==> src/logic/emp_pkg.sv <==
package emp_pkg;
  // pin and word widths
  localparam int PADDR_W = 22;
  localparam int LADDR_W = 24;
  localparam int BUS_W   = 16;
  localparam int WORD_W  = 24;
  localparam int AXI_AW  = 4;

  // register byte offsets
  localparam logic [3:0] OFF_CTRL = 4'h0;
  localparam logic [3:0] OFF_BOOT = 4'h4;
  localparam logic [3:0] OFF_STAT = 4'h8;
  localparam logic [3:0] OFF_FLAG = 4'hC;

  // control register fields
  localparam int CTRL_BUS16   = 0;
  localparam int CTRL_FMT24   = 1;
  localparam int CTRL_WMS_LO  = 2;
  localparam int CTRL_WCNT_LO = 4;
  localparam int CTRL_HALF    = 8;

  // boot enable register fields
  localparam int BOOT_INSTR = 0;
  localparam int BOOT_PROG  = 1;
  localparam int BOOT_DATA  = 2;

  // flag register fields
  localparam int FLAG_OE_LO = 8;
  localparam int FLAG_IN_LO = 16;

  // values after reset: 16-bit bus, count-only waits, no boot override
  localparam logic [31:0] CTRL_RST = 32'h0000_0005;
  localparam logic [31:0] BOOT_RST = 32'h0000_0000;
  localparam logic [31:0] FLAG_RST = 32'h0000_0000;

  localparam logic [1:0] RESP_OKAY   = 2'h0;
  localparam logic [1:0] RESP_SLVERR = 2'h2;

  typedef enum logic [1:0] {
    EMP_FETCH = 2'h0,
    EMP_PDATA = 2'h1,
    EMP_DDATA = 2'h2,
    EMP_IO    = 2'h3
  } emp_kind_e;

  typedef enum logic [1:0] {
    EMP_WMS_ACK    = 2'h0,
    EMP_WMS_COUNT  = 2'h1,
    EMP_WMS_BOTH   = 2'h2,
    EMP_WMS_EITHER = 2'h3
  } emp_wms_e;

  typedef enum logic [4:0] {
    EMP_IDLE   = 5'h01,
    EMP_SETUP  = 5'h02,
    EMP_STROBE = 5'h04,
    EMP_HOLD   = 5'h08,
    EMP_GRANT  = 5'h10
  } emp_state_e;

  // one core word request
  typedef struct packed {
    logic                write;
    emp_kind_e           kind;
    logic                wide;
    logic [LADDR_W-1:0]  laddr;
    logic [WORD_W-1:0]   wdata;
  } emp_req_s;
endpackage

==> src/logic/emp_port.sv <==
// Local design decisions: the address map and the AXI4-Lite interface to the registers.
`timescale 1ns/1ps
module emp_port #(
  parameter int WAIT_W = 4
) (
  input  logic                             aclk,
  input  logic                             aresetn,
  input  logic [emp_pkg::AXI_AW-1:0]       s_axi_awaddr,
  input  logic                             s_axi_awvalid,
  output logic                             s_axi_awready,
  input  logic [31:0]                      s_axi_wdata,
  input  logic [3:0]                       s_axi_wstrb,
  input  logic                             s_axi_wvalid,
  output logic                             s_axi_wready,
  output logic [1:0]                       s_axi_bresp,
  output logic                             s_axi_bvalid,
  input  logic                             s_axi_bready,
  input  logic [emp_pkg::AXI_AW-1:0]       s_axi_araddr,
  input  logic                             s_axi_arvalid,
  output logic                             s_axi_arready,
  output logic [31:0]                      s_axi_rdata,
  output logic [1:0]                       s_axi_rresp,
  output logic                             s_axi_rvalid,
  input  logic                             s_axi_rready,
  input  logic                             req_valid,
  input  emp_pkg::emp_req_s                req,
  output logic                             req_ready,
  output logic                             rsp_valid,
  output logic [emp_pkg::WORD_W-1:0]       rsp_rdata,
  output logic [emp_pkg::PADDR_W-1:0]      ext_addr_out,
  output logic [emp_pkg::BUS_W-1:0]        ext_data_o,
  input  logic [emp_pkg::BUS_W-1:0]        ext_data_i,
  output logic                             ext_data_oe_lo,
  output logic                             ext_data_oe_hi,
  output logic [3:0]                       bank_select_n,
  output logic                             boot_space_select_n,
  output logic                             io_space_select_n,
  output logic                             rd_n,
  output logic                             wr_n,
  input  logic                             ack,
  output logic                             bus_drive_oe,
  input  logic                             bus_request_n,
  output logic                             bus_grant_n,
  output logic                             ext_clock_out
);
  initial begin
    if (WAIT_W < 1 || WAIT_W > 4) begin
      $error("WAIT_W must lie in 1..4");
    end
  end

  logic [31:0]               ctrl_reg;
  logic [31:0]               boot_reg;
  logic [31:0]               flag_reg;
  logic [emp_pkg::AXI_AW-1:0] aw_addr_reg;
  logic [31:0]               w_data_reg;
  logic [3:0]                w_strb_reg;
  emp_pkg::emp_state_e       state_reg;
  emp_pkg::emp_req_s         cur_reg;
  logic                      bus16_reg;
  logic                      x24_reg;
  logic                      trunc_reg;
  logic [1:0]                shf_reg;
  logic [1:0]                ncyc_reg;
  logic [1:0]                cyc_reg;
  logic [WAIT_W-1:0]         cnt_reg;
  logic [emp_pkg::WORD_W-1:0] acc_reg;
  logic                      ph_reg;

  // configuration fields
  logic              cfg_bus16;
  logic              cfg_fmt24;
  emp_pkg::emp_wms_e cfg_wms;
  logic [WAIT_W-1:0] cfg_wcnt;
  assign cfg_bus16 = ctrl_reg[emp_pkg::CTRL_BUS16];
  assign cfg_fmt24 = ctrl_reg[emp_pkg::CTRL_FMT24];
  assign cfg_wms   = emp_pkg::emp_wms_e'(ctrl_reg[emp_pkg::CTRL_WMS_LO+:2]);
  assign cfg_wcnt  = ctrl_reg[emp_pkg::CTRL_WCNT_LO+:WAIT_W];

  // byte-enable merge for register writes
  function automatic logic [31:0] merge(input logic [31:0] old,
                                        input logic [31:0] nw,
                                        input logic [3:0]  be);
    logic [31:0] r;
    r = old;
    for (int i = 0; i < 4; i++) begin
      if (be[i]) begin
        r[8*i+:8] = nw[8*i+:8];
      end
    end
    return r;
  endfunction

  // physical address of one bus cycle; upper bits are simply cut off
  function automatic logic [emp_pkg::PADDR_W-1:0] phys(
      input logic [emp_pkg::LADDR_W-1:0] la,
      input logic [1:0] sh,
      input logic [1:0] off);
    logic [emp_pkg::LADDR_W+2:0] p;
    p = ({3'h0, la} << sh) + {25'h0, off};
    return p[emp_pkg::PADDR_W-1:0];
  endfunction

  // bus lanes of one cycle for the word being written
  function automatic logic [15:0] lane(input logic [23:0] w,
                                       input logic [1:0]  c,
                                       input logic        b16,
                                       input logic        x24);
    logic [15:0] r;
    r = 16'h0000;
    if (!b16) begin
      r = {8'h00, w[8*c+:8]};
    end else if (!x24) begin
      r = w[15:0];
    end else if (c == 2'h0) begin
      r = {w[7:0], 8'h00};
    end else begin
      r = w[23:8];
    end
    return r;
  endfunction

  // decode of the incoming request against current settings
  logic        n_x24;
  logic        n_trunc;
  logic        n_data;
  logic [1:0]  n_shf;
  logic [1:0]  n_ncyc;
  logic        n_boot;
  logic [23:0] n_xw;
  always_comb begin
    n_data  = req.kind == emp_pkg::EMP_PDATA ||
              req.kind == emp_pkg::EMP_DDATA;
    n_x24   = req.kind == emp_pkg::EMP_FETCH ||
              (n_data && req.wide && cfg_fmt24);
    n_trunc = n_data && req.wide && !cfg_fmt24;
    n_xw    = n_trunc ? {8'h00, req.wdata[23:8]} : req.wdata;
    n_shf   = {1'b0, !n_x24 && !req.wide && cfg_fmt24 &&
               req.kind != emp_pkg::EMP_FETCH} +
              (n_x24 ? 2'h1 : 2'h0) + (cfg_bus16 ? 2'h0 : 2'h1);
    n_ncyc  = cfg_bus16 ? (n_x24 ? 2'h2 : 2'h1) :
                          (n_x24 ? 2'h3 : 2'h2);
    n_boot  = (req.kind == emp_pkg::EMP_FETCH &&
               boot_reg[emp_pkg::BOOT_INSTR]) ||
              (req.kind == emp_pkg::EMP_PDATA &&
               boot_reg[emp_pkg::BOOT_PROG]) ||
              (req.kind == emp_pkg::EMP_DDATA &&
               boot_reg[emp_pkg::BOOT_DATA]);
  end

  // lanes of the first cycle and of the following cycle; kept as
  // nets because a select of a function result is not legal
  logic [15:0] lane_first;
  logic [15:0] lane_next;
  assign lane_first = lane(n_xw, 2'h0, cfg_bus16, n_x24);
  assign lane_next  = lane(cur_reg.wdata, cyc_reg + 2'h1,
                           bus16_reg, x24_reg);

  // access end condition per waitstate mode
  logic done;
  always_comb begin
    done = 1'b0;
    unique case (cfg_wms)
      emp_pkg::EMP_WMS_ACK:    done = ack;
      emp_pkg::EMP_WMS_COUNT:  done = cnt_reg >= cfg_wcnt;
      emp_pkg::EMP_WMS_BOTH:   done = ack && cnt_reg >= cfg_wcnt;
      emp_pkg::EMP_WMS_EITHER: done = ack || cnt_reg >= cfg_wcnt;
    endcase
  end

  logic take;
  logic last;
  assign take = state_reg == emp_pkg::EMP_IDLE && bus_request_n &&
                req_valid && req_ready;
  assign last = cyc_reg == ncyc_reg - 2'h1;

  // external access sequencer; bus width and format are latched per word, waitstate mode and count are read live
  always_ff @(posedge aclk) begin
    if (!aresetn) begin
      state_reg           <= emp_pkg::EMP_IDLE;
      cur_reg             <= '0;
      bus16_reg           <= 1'b0;
      x24_reg             <= 1'b0;
      trunc_reg           <= 1'b0;
      shf_reg             <= 2'h0;
      ncyc_reg            <= 2'h1;
      cyc_reg             <= 2'h0;
      cnt_reg             <= '0;
      acc_reg             <= 24'h000000;
      req_ready           <= 1'b0;
      rsp_valid           <= 1'b0;
      rsp_rdata           <= 24'h000000;
      ext_addr_out        <= 22'h000000;
      ext_data_o          <= 16'h0000;
      ext_data_oe_lo      <= 1'b0;
      ext_data_oe_hi      <= 1'b0;
      bank_select_n       <= 4'hF;
      boot_space_select_n <= 1'b1;
      io_space_select_n   <= 1'b1;
      rd_n                <= 1'b1;
      wr_n                <= 1'b1;
      bus_drive_oe        <= 1'b1;
      bus_grant_n         <= 1'b1;
    end else begin
      rsp_valid <= 1'b0;
      unique case (state_reg)
        emp_pkg::EMP_IDLE: begin
          if (!bus_request_n) begin
            state_reg    <= emp_pkg::EMP_GRANT;
            req_ready    <= 1'b0;
            bus_drive_oe <= 1'b0;
            bus_grant_n  <= 1'b0;
          end else if (take) begin
            cur_reg       <= req;
            cur_reg.wdata <= n_xw;
            bus16_reg     <= cfg_bus16;
            x24_reg       <= n_x24;
            trunc_reg     <= n_trunc;
            shf_reg       <= n_shf;
            ncyc_reg      <= n_ncyc;
            cyc_reg       <= 2'h0;
            req_ready     <= 1'b0;
            ext_addr_out <= phys(req.laddr, n_shf,
                                 {1'b0, !cfg_bus16 && n_x24});
            ext_data_o[7:0] <= lane_first[7:0];
            ext_data_oe_lo  <= req.write;
            if (cfg_bus16) begin
              ext_data_o[15:8] <= lane_first[15:8];
              ext_data_oe_hi   <= req.write;
            end
            // select decode, same packing all spaces
            if (req.kind == emp_pkg::EMP_IO) begin
              io_space_select_n <= 1'b0;
            end else if (n_boot) begin
              boot_space_select_n <= 1'b0;
            end else begin
              bank_select_n[req.laddr[23:22]] <= 1'b0;
            end
            state_reg <= emp_pkg::EMP_SETUP;
          end else begin
            req_ready <= 1'b1;
          end
        end
        emp_pkg::EMP_SETUP: begin
          rd_n      <= cur_reg.write;
          wr_n      <= !cur_reg.write;
          cnt_reg   <= '0;
          state_reg <= emp_pkg::EMP_STROBE;
        end
        emp_pkg::EMP_STROBE: begin
          if (cnt_reg != '1) begin
            cnt_reg <= cnt_reg + 1'b1;
          end
          if (done) begin
            rd_n      <= 1'b1;
            wr_n      <= 1'b1;
            state_reg <= emp_pkg::EMP_HOLD;
            if (!cur_reg.write) begin
              if (!bus16_reg) begin
                acc_reg[8*cyc_reg+:8] <= ext_data_i[7:0];
              end else if (!x24_reg) begin
                acc_reg[15:0] <= ext_data_i;
              end else if (cyc_reg == 2'h0) begin
                acc_reg[7:0] <= ext_data_i[15:8];
              end else begin
                acc_reg[23:8] <= ext_data_i;
              end
            end
          end
        end
        emp_pkg::EMP_HOLD: begin
          if (last) begin
            bank_select_n       <= 4'hF;
            boot_space_select_n <= 1'b1;
            io_space_select_n   <= 1'b1;
            ext_data_oe_lo      <= 1'b0;
            ext_data_oe_hi      <= 1'b0;
            rsp_valid           <= 1'b1;
            // low byte lost on narrow format
            rsp_rdata <= trunc_reg ? {acc_reg[15:0], 8'h00} : acc_reg;
            state_reg <= emp_pkg::EMP_IDLE;
          end else begin
            cyc_reg      <= cyc_reg + 2'h1;
            ext_addr_out <= phys(cur_reg.laddr, shf_reg,
                                 cyc_reg + 2'h1 +
                                 {1'b0, !bus16_reg && x24_reg});
            ext_data_o[7:0] <= lane_next[7:0];
            if (bus16_reg) begin
              ext_data_o[15:8] <= lane_next[15:8];
            end
            state_reg <= emp_pkg::EMP_SETUP;
          end
        end
        emp_pkg::EMP_GRANT: begin
          if (bus_request_n) begin
            bus_drive_oe <= 1'b1;
            bus_grant_n  <= 1'b1;
            state_reg    <= emp_pkg::EMP_IDLE;
          end
        end
      endcase
      // upper lines become flags on narrow bus
      if (!cfg_bus16 && state_reg != emp_pkg::EMP_GRANT) begin
        ext_data_o[15:8] <= flag_reg[7:0];
        ext_data_oe_hi   <= flag_reg[emp_pkg::FLAG_OE_LO];
      end
    end
  end

  // clock pin; half rate toggles on every other edge
  always_ff @(posedge aclk) begin
    if (!aresetn) begin
      ph_reg        <= 1'b0;
      ext_clock_out <= 1'b0;
    end else begin
      ph_reg <= !ph_reg;
      if (!ctrl_reg[emp_pkg::CTRL_HALF] || ph_reg) begin
        ext_clock_out <= !ext_clock_out;
      end
    end
  end

  // axi write channel: address and data taken in either order
  always_ff @(posedge aclk) begin
    if (!aresetn) begin
      s_axi_awready <= 1'b1;
      s_axi_wready  <= 1'b1;
      s_axi_bvalid  <= 1'b0;
      s_axi_bresp   <= emp_pkg::RESP_OKAY;
      aw_addr_reg   <= '0;
      w_data_reg    <= 32'h0000_0000;
      w_strb_reg    <= 4'h0;
      ctrl_reg      <= emp_pkg::CTRL_RST;
      boot_reg      <= emp_pkg::BOOT_RST;
      flag_reg      <= emp_pkg::FLAG_RST;
    end else begin
      if (s_axi_awvalid && s_axi_awready) begin
        aw_addr_reg   <= s_axi_awaddr;
        s_axi_awready <= 1'b0;
      end
      if (s_axi_wvalid && s_axi_wready) begin
        w_data_reg   <= s_axi_wdata;
        w_strb_reg   <= s_axi_wstrb;
        s_axi_wready <= 1'b0;
      end
      if (!s_axi_awready && !s_axi_wready && !s_axi_bvalid) begin
        s_axi_bvalid <= 1'b1;
        s_axi_bresp  <= emp_pkg::RESP_OKAY;
        unique case ({aw_addr_reg[3:2], 2'h0})
          emp_pkg::OFF_CTRL:
            ctrl_reg <= merge(ctrl_reg, w_data_reg, w_strb_reg);
          emp_pkg::OFF_BOOT:
            boot_reg <= merge(boot_reg, w_data_reg, w_strb_reg) &
                        32'h0000_0007;
          emp_pkg::OFF_FLAG:
            flag_reg <= merge(flag_reg, w_data_reg, w_strb_reg) &
                        32'h0000_FFFF;
          default: s_axi_bresp <= emp_pkg::RESP_SLVERR;
        endcase
      end
      if (s_axi_bvalid && s_axi_bready) begin
        s_axi_bvalid  <= 1'b0;
        s_axi_awready <= 1'b1;
        s_axi_wready  <= 1'b1;
      end
    end
  end

  // axi read channel; status shows the sequencer's own state
  logic        busy;
  logic [31:0] stat_word;
  assign busy = state_reg != emp_pkg::EMP_IDLE &&
                state_reg != emp_pkg::EMP_GRANT;
  assign stat_word = {27'h0, busy && cur_reg.write, cyc_reg,
                      state_reg == emp_pkg::EMP_GRANT, busy};

  always_ff @(posedge aclk) begin
    if (!aresetn) begin
      s_axi_arready <= 1'b1;
      s_axi_rvalid  <= 1'b0;
      s_axi_rdata   <= 32'h0000_0000;
      s_axi_rresp   <= emp_pkg::RESP_OKAY;
    end else if (s_axi_arvalid && s_axi_arready) begin
      s_axi_arready <= 1'b0;
      s_axi_rvalid  <= 1'b1;
      s_axi_rresp   <= emp_pkg::RESP_OKAY;
      unique case ({s_axi_araddr[3:2], 2'h0})
        emp_pkg::OFF_CTRL: s_axi_rdata <= ctrl_reg;
        emp_pkg::OFF_BOOT: s_axi_rdata <= boot_reg;
        emp_pkg::OFF_STAT: s_axi_rdata <= stat_word;
        emp_pkg::OFF_FLAG:
          s_axi_rdata <= {8'h00, ext_data_i[15:8], flag_reg[15:0]};
        default: begin
          s_axi_rdata <= 32'h0000_0000;
          s_axi_rresp <= emp_pkg::RESP_SLVERR;
        end
      endcase
    end else if (s_axi_rvalid && s_axi_rready) begin
      s_axi_rvalid  <= 1'b0;
      s_axi_arready <= 1'b1;
    end
  end

  // checking helpers: strobe rises per word
  logic       ast_strb_q;
  logic [2:0] ast_rises;
  logic       strobe_low;
  logic       any_sel;
  assign strobe_low = !rd_n || !wr_n;
  assign any_sel = bank_select_n != 4'hF || !boot_space_select_n ||
                   !io_space_select_n;
  always_ff @(posedge aclk) begin
    if (!aresetn) begin
      ast_strb_q <= 1'b0;
      ast_rises  <= 3'h0;
    end else begin
      ast_strb_q <= strobe_low;
      if (take) begin
        ast_rises <= 3'h0;
      end else if (ast_strb_q && !strobe_low) begin
        ast_rises <= ast_rises + 3'h1;
      end
    end
  end
endmodule // emp_port

==> config.mk <==
export PLATFORM = sky130hd
export DESIGN_NAME = emp_port
export DESIGN_NICKNAME = d
export VERILOG_FILES = /design/src/logic/emp_pkg.sv /design/src/logic/emp_port.sv
export SDC_FILE = /design/constraint.sdc
export NUM_CORES = 1
export LEC_CHECK = 0
export BUFFER_PORTS_ARGS = -buffer_cell sky130_fd_sc_hd__buf_2
export CAP_MARGIN = 20
export CELL_PAD_IN_SITES_DETAIL_PLACEMENT = 0
export CELL_PAD_IN_SITES_GLOBAL_PLACEMENT = 1
export CORE_AREA = 3 3 165 248
export CTS_CLUSTER_DIAMETER = 50
export DETAILED_ROUTE_END_ITERATION = 7
export DIE_AREA = 0 0 168 251
export PLACE_DENSITY = 0.83
export SYNTH_ARGS = -nofsm -noshare
export SYNTH_HDL_FRONTEND = slang
export SYNTH_SLANG_ARGS = --single-unit
==> constraint.sdc <==
create_clock -name aclk -period 17 [get_ports aclk]
set_input_delay 5.1 -clock aclk [delete_from_list [all_inputs] [get_ports aclk]]
set_output_delay 5.1 -clock aclk [all_outputs]
set_load 0.02 [all_outputs]
==> impl_metrics.csv <==
group,metric,value,unit
run_status,status,"finished, final reports clean",
worst_setup_path,r2r_cells,11,
cells_and_area,drive_gt1_share,18.4,%
detailed_routing,dr.pass1.iters,5,
cts,postCtsResizedCells,0,
detailed_routing,routed_via_density,5.69,
floorplanning,rows,89,
worst_setup_path,crit_path_start_kind,"input pin",
global_route,grt_pass1_vias,14000,
pwr,worst_ir_drop_vdd,87.0,µV
floorplanning,die_area,42200,µm²
cts,cts_tree,"built",
cts,clockBufferDepth,3,
detailed_routing,postRouteAntennaNets,0,
synth,synth_ff_type,"dfxtp_1",
cells_and_area,largest_register_ffs,47,
cts,postCtsSetupBuffers,0,
synth,syn_avg_cell_area,8.14,µm²
cts,hold_buffers,0,
timing,setup_violations,0,
timing,worstMarginPinSlew,1000,ps
job,cap_viol_max_count,0,
cells_and_area,nFillCells,3868,
timing,fin_tns_setup,0,ps
cts,cts.clk_slew.worst_paths,60,ps
global_route,antenna_found_initial,3,
worst_setup_path,critPathRequiredTime,17450,ps
global_route,grt_max_degree,92,
synth,syn_area,15100,µm²
pwr,power.density,89.3,nW/µm²
timing,min_period_over_period,52.8,%
detailed_routing,drt_iter0_markers,1126,
synth,async_flop_share,0,%
detailed_routing,totalWireLength,48.7,mm
cts,cts.sinks,293,
floorplanning,die_w,168,µm
timing,finalHoldViolations,0,
cts,cts_root_buf,"clkbuf_16",
detailed_routing,vias,14400,
timing,slew_viol_final,0,
worst_setup_path,r2r_setup_slack,12560,ps
hold_path,holdPathStages,1,
synth,synth-seq-area-share,38.8,%
floorplanning,die_h,251,µm
floorplanning,start_util,38.7,%
global_route,grt_pass1_wl,76.7,mm
timing,rsz0062_at_grt,"no",
worst_setup_path,worstPathMaxFanout,50,
synth,synth-edff-count,0,
synth,ys_seq_elements,293,
worst_setup_path,worst-setup-path-type,"in -> reg",
synth,syn_inst,1859,
worst_setup_path,r2r-start,"cyc_reg[0]",
placement,gp_congestion,0.887,
global_route,globalRoute.totalOverflow,0,
floorplanning,ios,240,
timing,max_freq,111,MHz
cts,clk-insertion-delay-late,530,ps
cts,cts_htree_levels,2,
worst_setup_path,cp-end-kind,"register",
pwr,p_leak,6.82,nW
hold_path,min_from,"ph_reg",
timing,relSlewSlack,33.0,%
pwr,power,0.00158,W
floorplanning,core-area,39100,µm²
cts,numCtsBuffers,34,
cells_and_area,area_growth,16.7,%
hold_path,hold_class,"reg -> reg",
synth,synth_cell_types,87,
worst_setup_path,crit_arrival,9430,ps
timing,min_period,8980,ps
detailed_routing,drc,0,
global_route,grt_usage,22.1,%
hold_path,min_to,"ph_reg",
placement,hpwl,35.1,mm
cells_and_area,layout.nets,2153,
detailed_routing,wl_per_cell,19.2,µm
synth,ys_warn_count,0,
timing,finClkSkew,25.1,ps
worst_setup_path,worst_r2r_endpoint,"ext_addr_out[13]",
cells_and_area,fin_util,45.2,%
placement,portBuffers,232,
[final cells by class]
class                   instances  area [µm²]  share of cell area [%]
diodes                          1        2.50                  0.0142
clock buffers                  46         976                    5.53
clock inverters                13         110                   0.624
inverters                      30         118                   0.666
multi-input cells            1392        8560                    48.5
flip-flops and latches        293        5870                    33.2
well taps                     500         626                    3.54
repair buffers                258        1400                    7.91
[where the power goes]
part,switching (W),internal (W),leakage (nW)
Combinational,0.0000994,0.0000533,3.92
Sequential,0.0000126,0.000702,2.37
Clock,0.000302,0.000408,0.533
Total,0.000414,0.00116,6.82
[Yosys cell counts (5+ instances only)]
| library cell | number | area [µm²] |
|---|---|---|
| mux2i_1 | 101 | 1010 |
| a221oi_1 | 47 | 412 |
| and3_1 | 12 | 75.1 |
| a31oi_1 | 13 | 81.3 |
| o21ai_0 | 79 | 395 |
| a211oi_1 | 62 | 465 |
| mux2_2 | 25 | 282 |
| a22oi_1 | 18 | 135 |
| ha_1 | 20 | 250 |
| a222oi_1 | 9 | 90.1 |
| buf_1 | 12 | 45.0 |
| a21o_1 | 8 | 60.1 |
| a21oi_1 | 174 | 871 |
| o32a_1 | 7 | 70.1 |
| o211ai_1 | 7 | 52.6 |
| xnor2_1 | 19 | 166 |
| or2_2 | 5 | 31.3 |
| nor4_1 | 11 | 68.8 |
| xor2_1 | 15 | 131 |
| nand2_1 | 256 | 961 |
| and2_1 | 11 | 68.8 |
| mux4_2 | 6 | 135 |
| nor3_1 | 72 | 360 |
| nor2b_1 | 11 | 68.8 |
| nand2b_1 | 16 | 100 |
| nand4_1 | 12 | 75.1 |
| inv_1 | 29 | 109 |
| and4_1 | 6 | 52.6 |
| clkbuf_1 | 110 | 413 |
| nand3_1 | 68 | 340 |
| nand3b_1 | 16 | 120 |
| nor2_1 | 197 | 739 |
| buf_2 | 12 | 60.1 |
| buf_4 | 10 | 75.1 |
| dfxtp_1 | 293 | 5870 |
[critical path, cell delays in order]
cell and delay (ps):
buf_2 110, inv_1 60, ha_1 310, a31oi_2 230
fa_1 570, buf_4 450, and3_1 280, ha_1 290
nand4_1 520, nor4_1 500, nand3_1 150, mux2i_1 130
or4_1 600, nand3_1 100
[placed cells by master (no fill, tap or decap), drive strengths merged, types with 8 or more instances in the layout]
cell type / count
a211oi: 62
nand4: 12
nand3b: 16
and3: 12
a22oi: 18
nor3: 73
nor2: 197
clkbuf: 46
xnor2: 19
inv: 34
a221oi: 47
mux2: 25
buf: 258
a31oi: 14
o21ai: 81
xor2: 15
mux2i: 101
nand3: 68
a21oi: 174
dfxtp: 293
ha: 20
and2: 12
nand2: 257
nor4: 13
a222oi: 9
a21o: 8
nor2b: 11
nand2b: 16
[worst max path at each step]
stage	start	end	slack (ps)	cells after the start
2_1_floorplan	req[49]	ext_addr_out[13]	7810	17
3_3_place_gp	req[49]	ext_addr_out[13]	7580	14
3_5_place_dp	req[49]	ext_addr_out[13]	7550	14
4_1_cts	req[49]	ext_addr_out[13]	8070	14
5_1_grt	req[49]	ext_addr_out[13]	7790	14
6_report	req[49]	ext_addr_out[13]	8020	14
[routing by layer]
metal | global-route usage (%) | wire (µm)
met3 | 3.59 | 2590
met2 | 40.6 | 25400
met5 | 0 | 13
met4 | 11.1 | 2560
met1 | 24.6 | 18200
[through the flow]
stage	cell area [µm²]	hold slack [ps]	instances	setup WS, ps
after floorplan	15100	378	1861	7810
after global placement	16500	386	2470	7580
after detailed placement	16500	388	2472	7550
after CTS	17600	398	2531	8070
after global routing	17700	427	2532	7790
final	17700	403	2533	8020
[cell families after synthesis]
logic type	count (synthesis)	share of synthesized area, %
flops	293	38.8
other cells	1	0.0248
xor+xnor	34	1.97
fa+ha+maj	22	1.92
compound gates	477	20.7
simple gates	724	22.4
buf+inv	176	4.81
mux	132	9.43
Power figures use the tool's default switching activity.
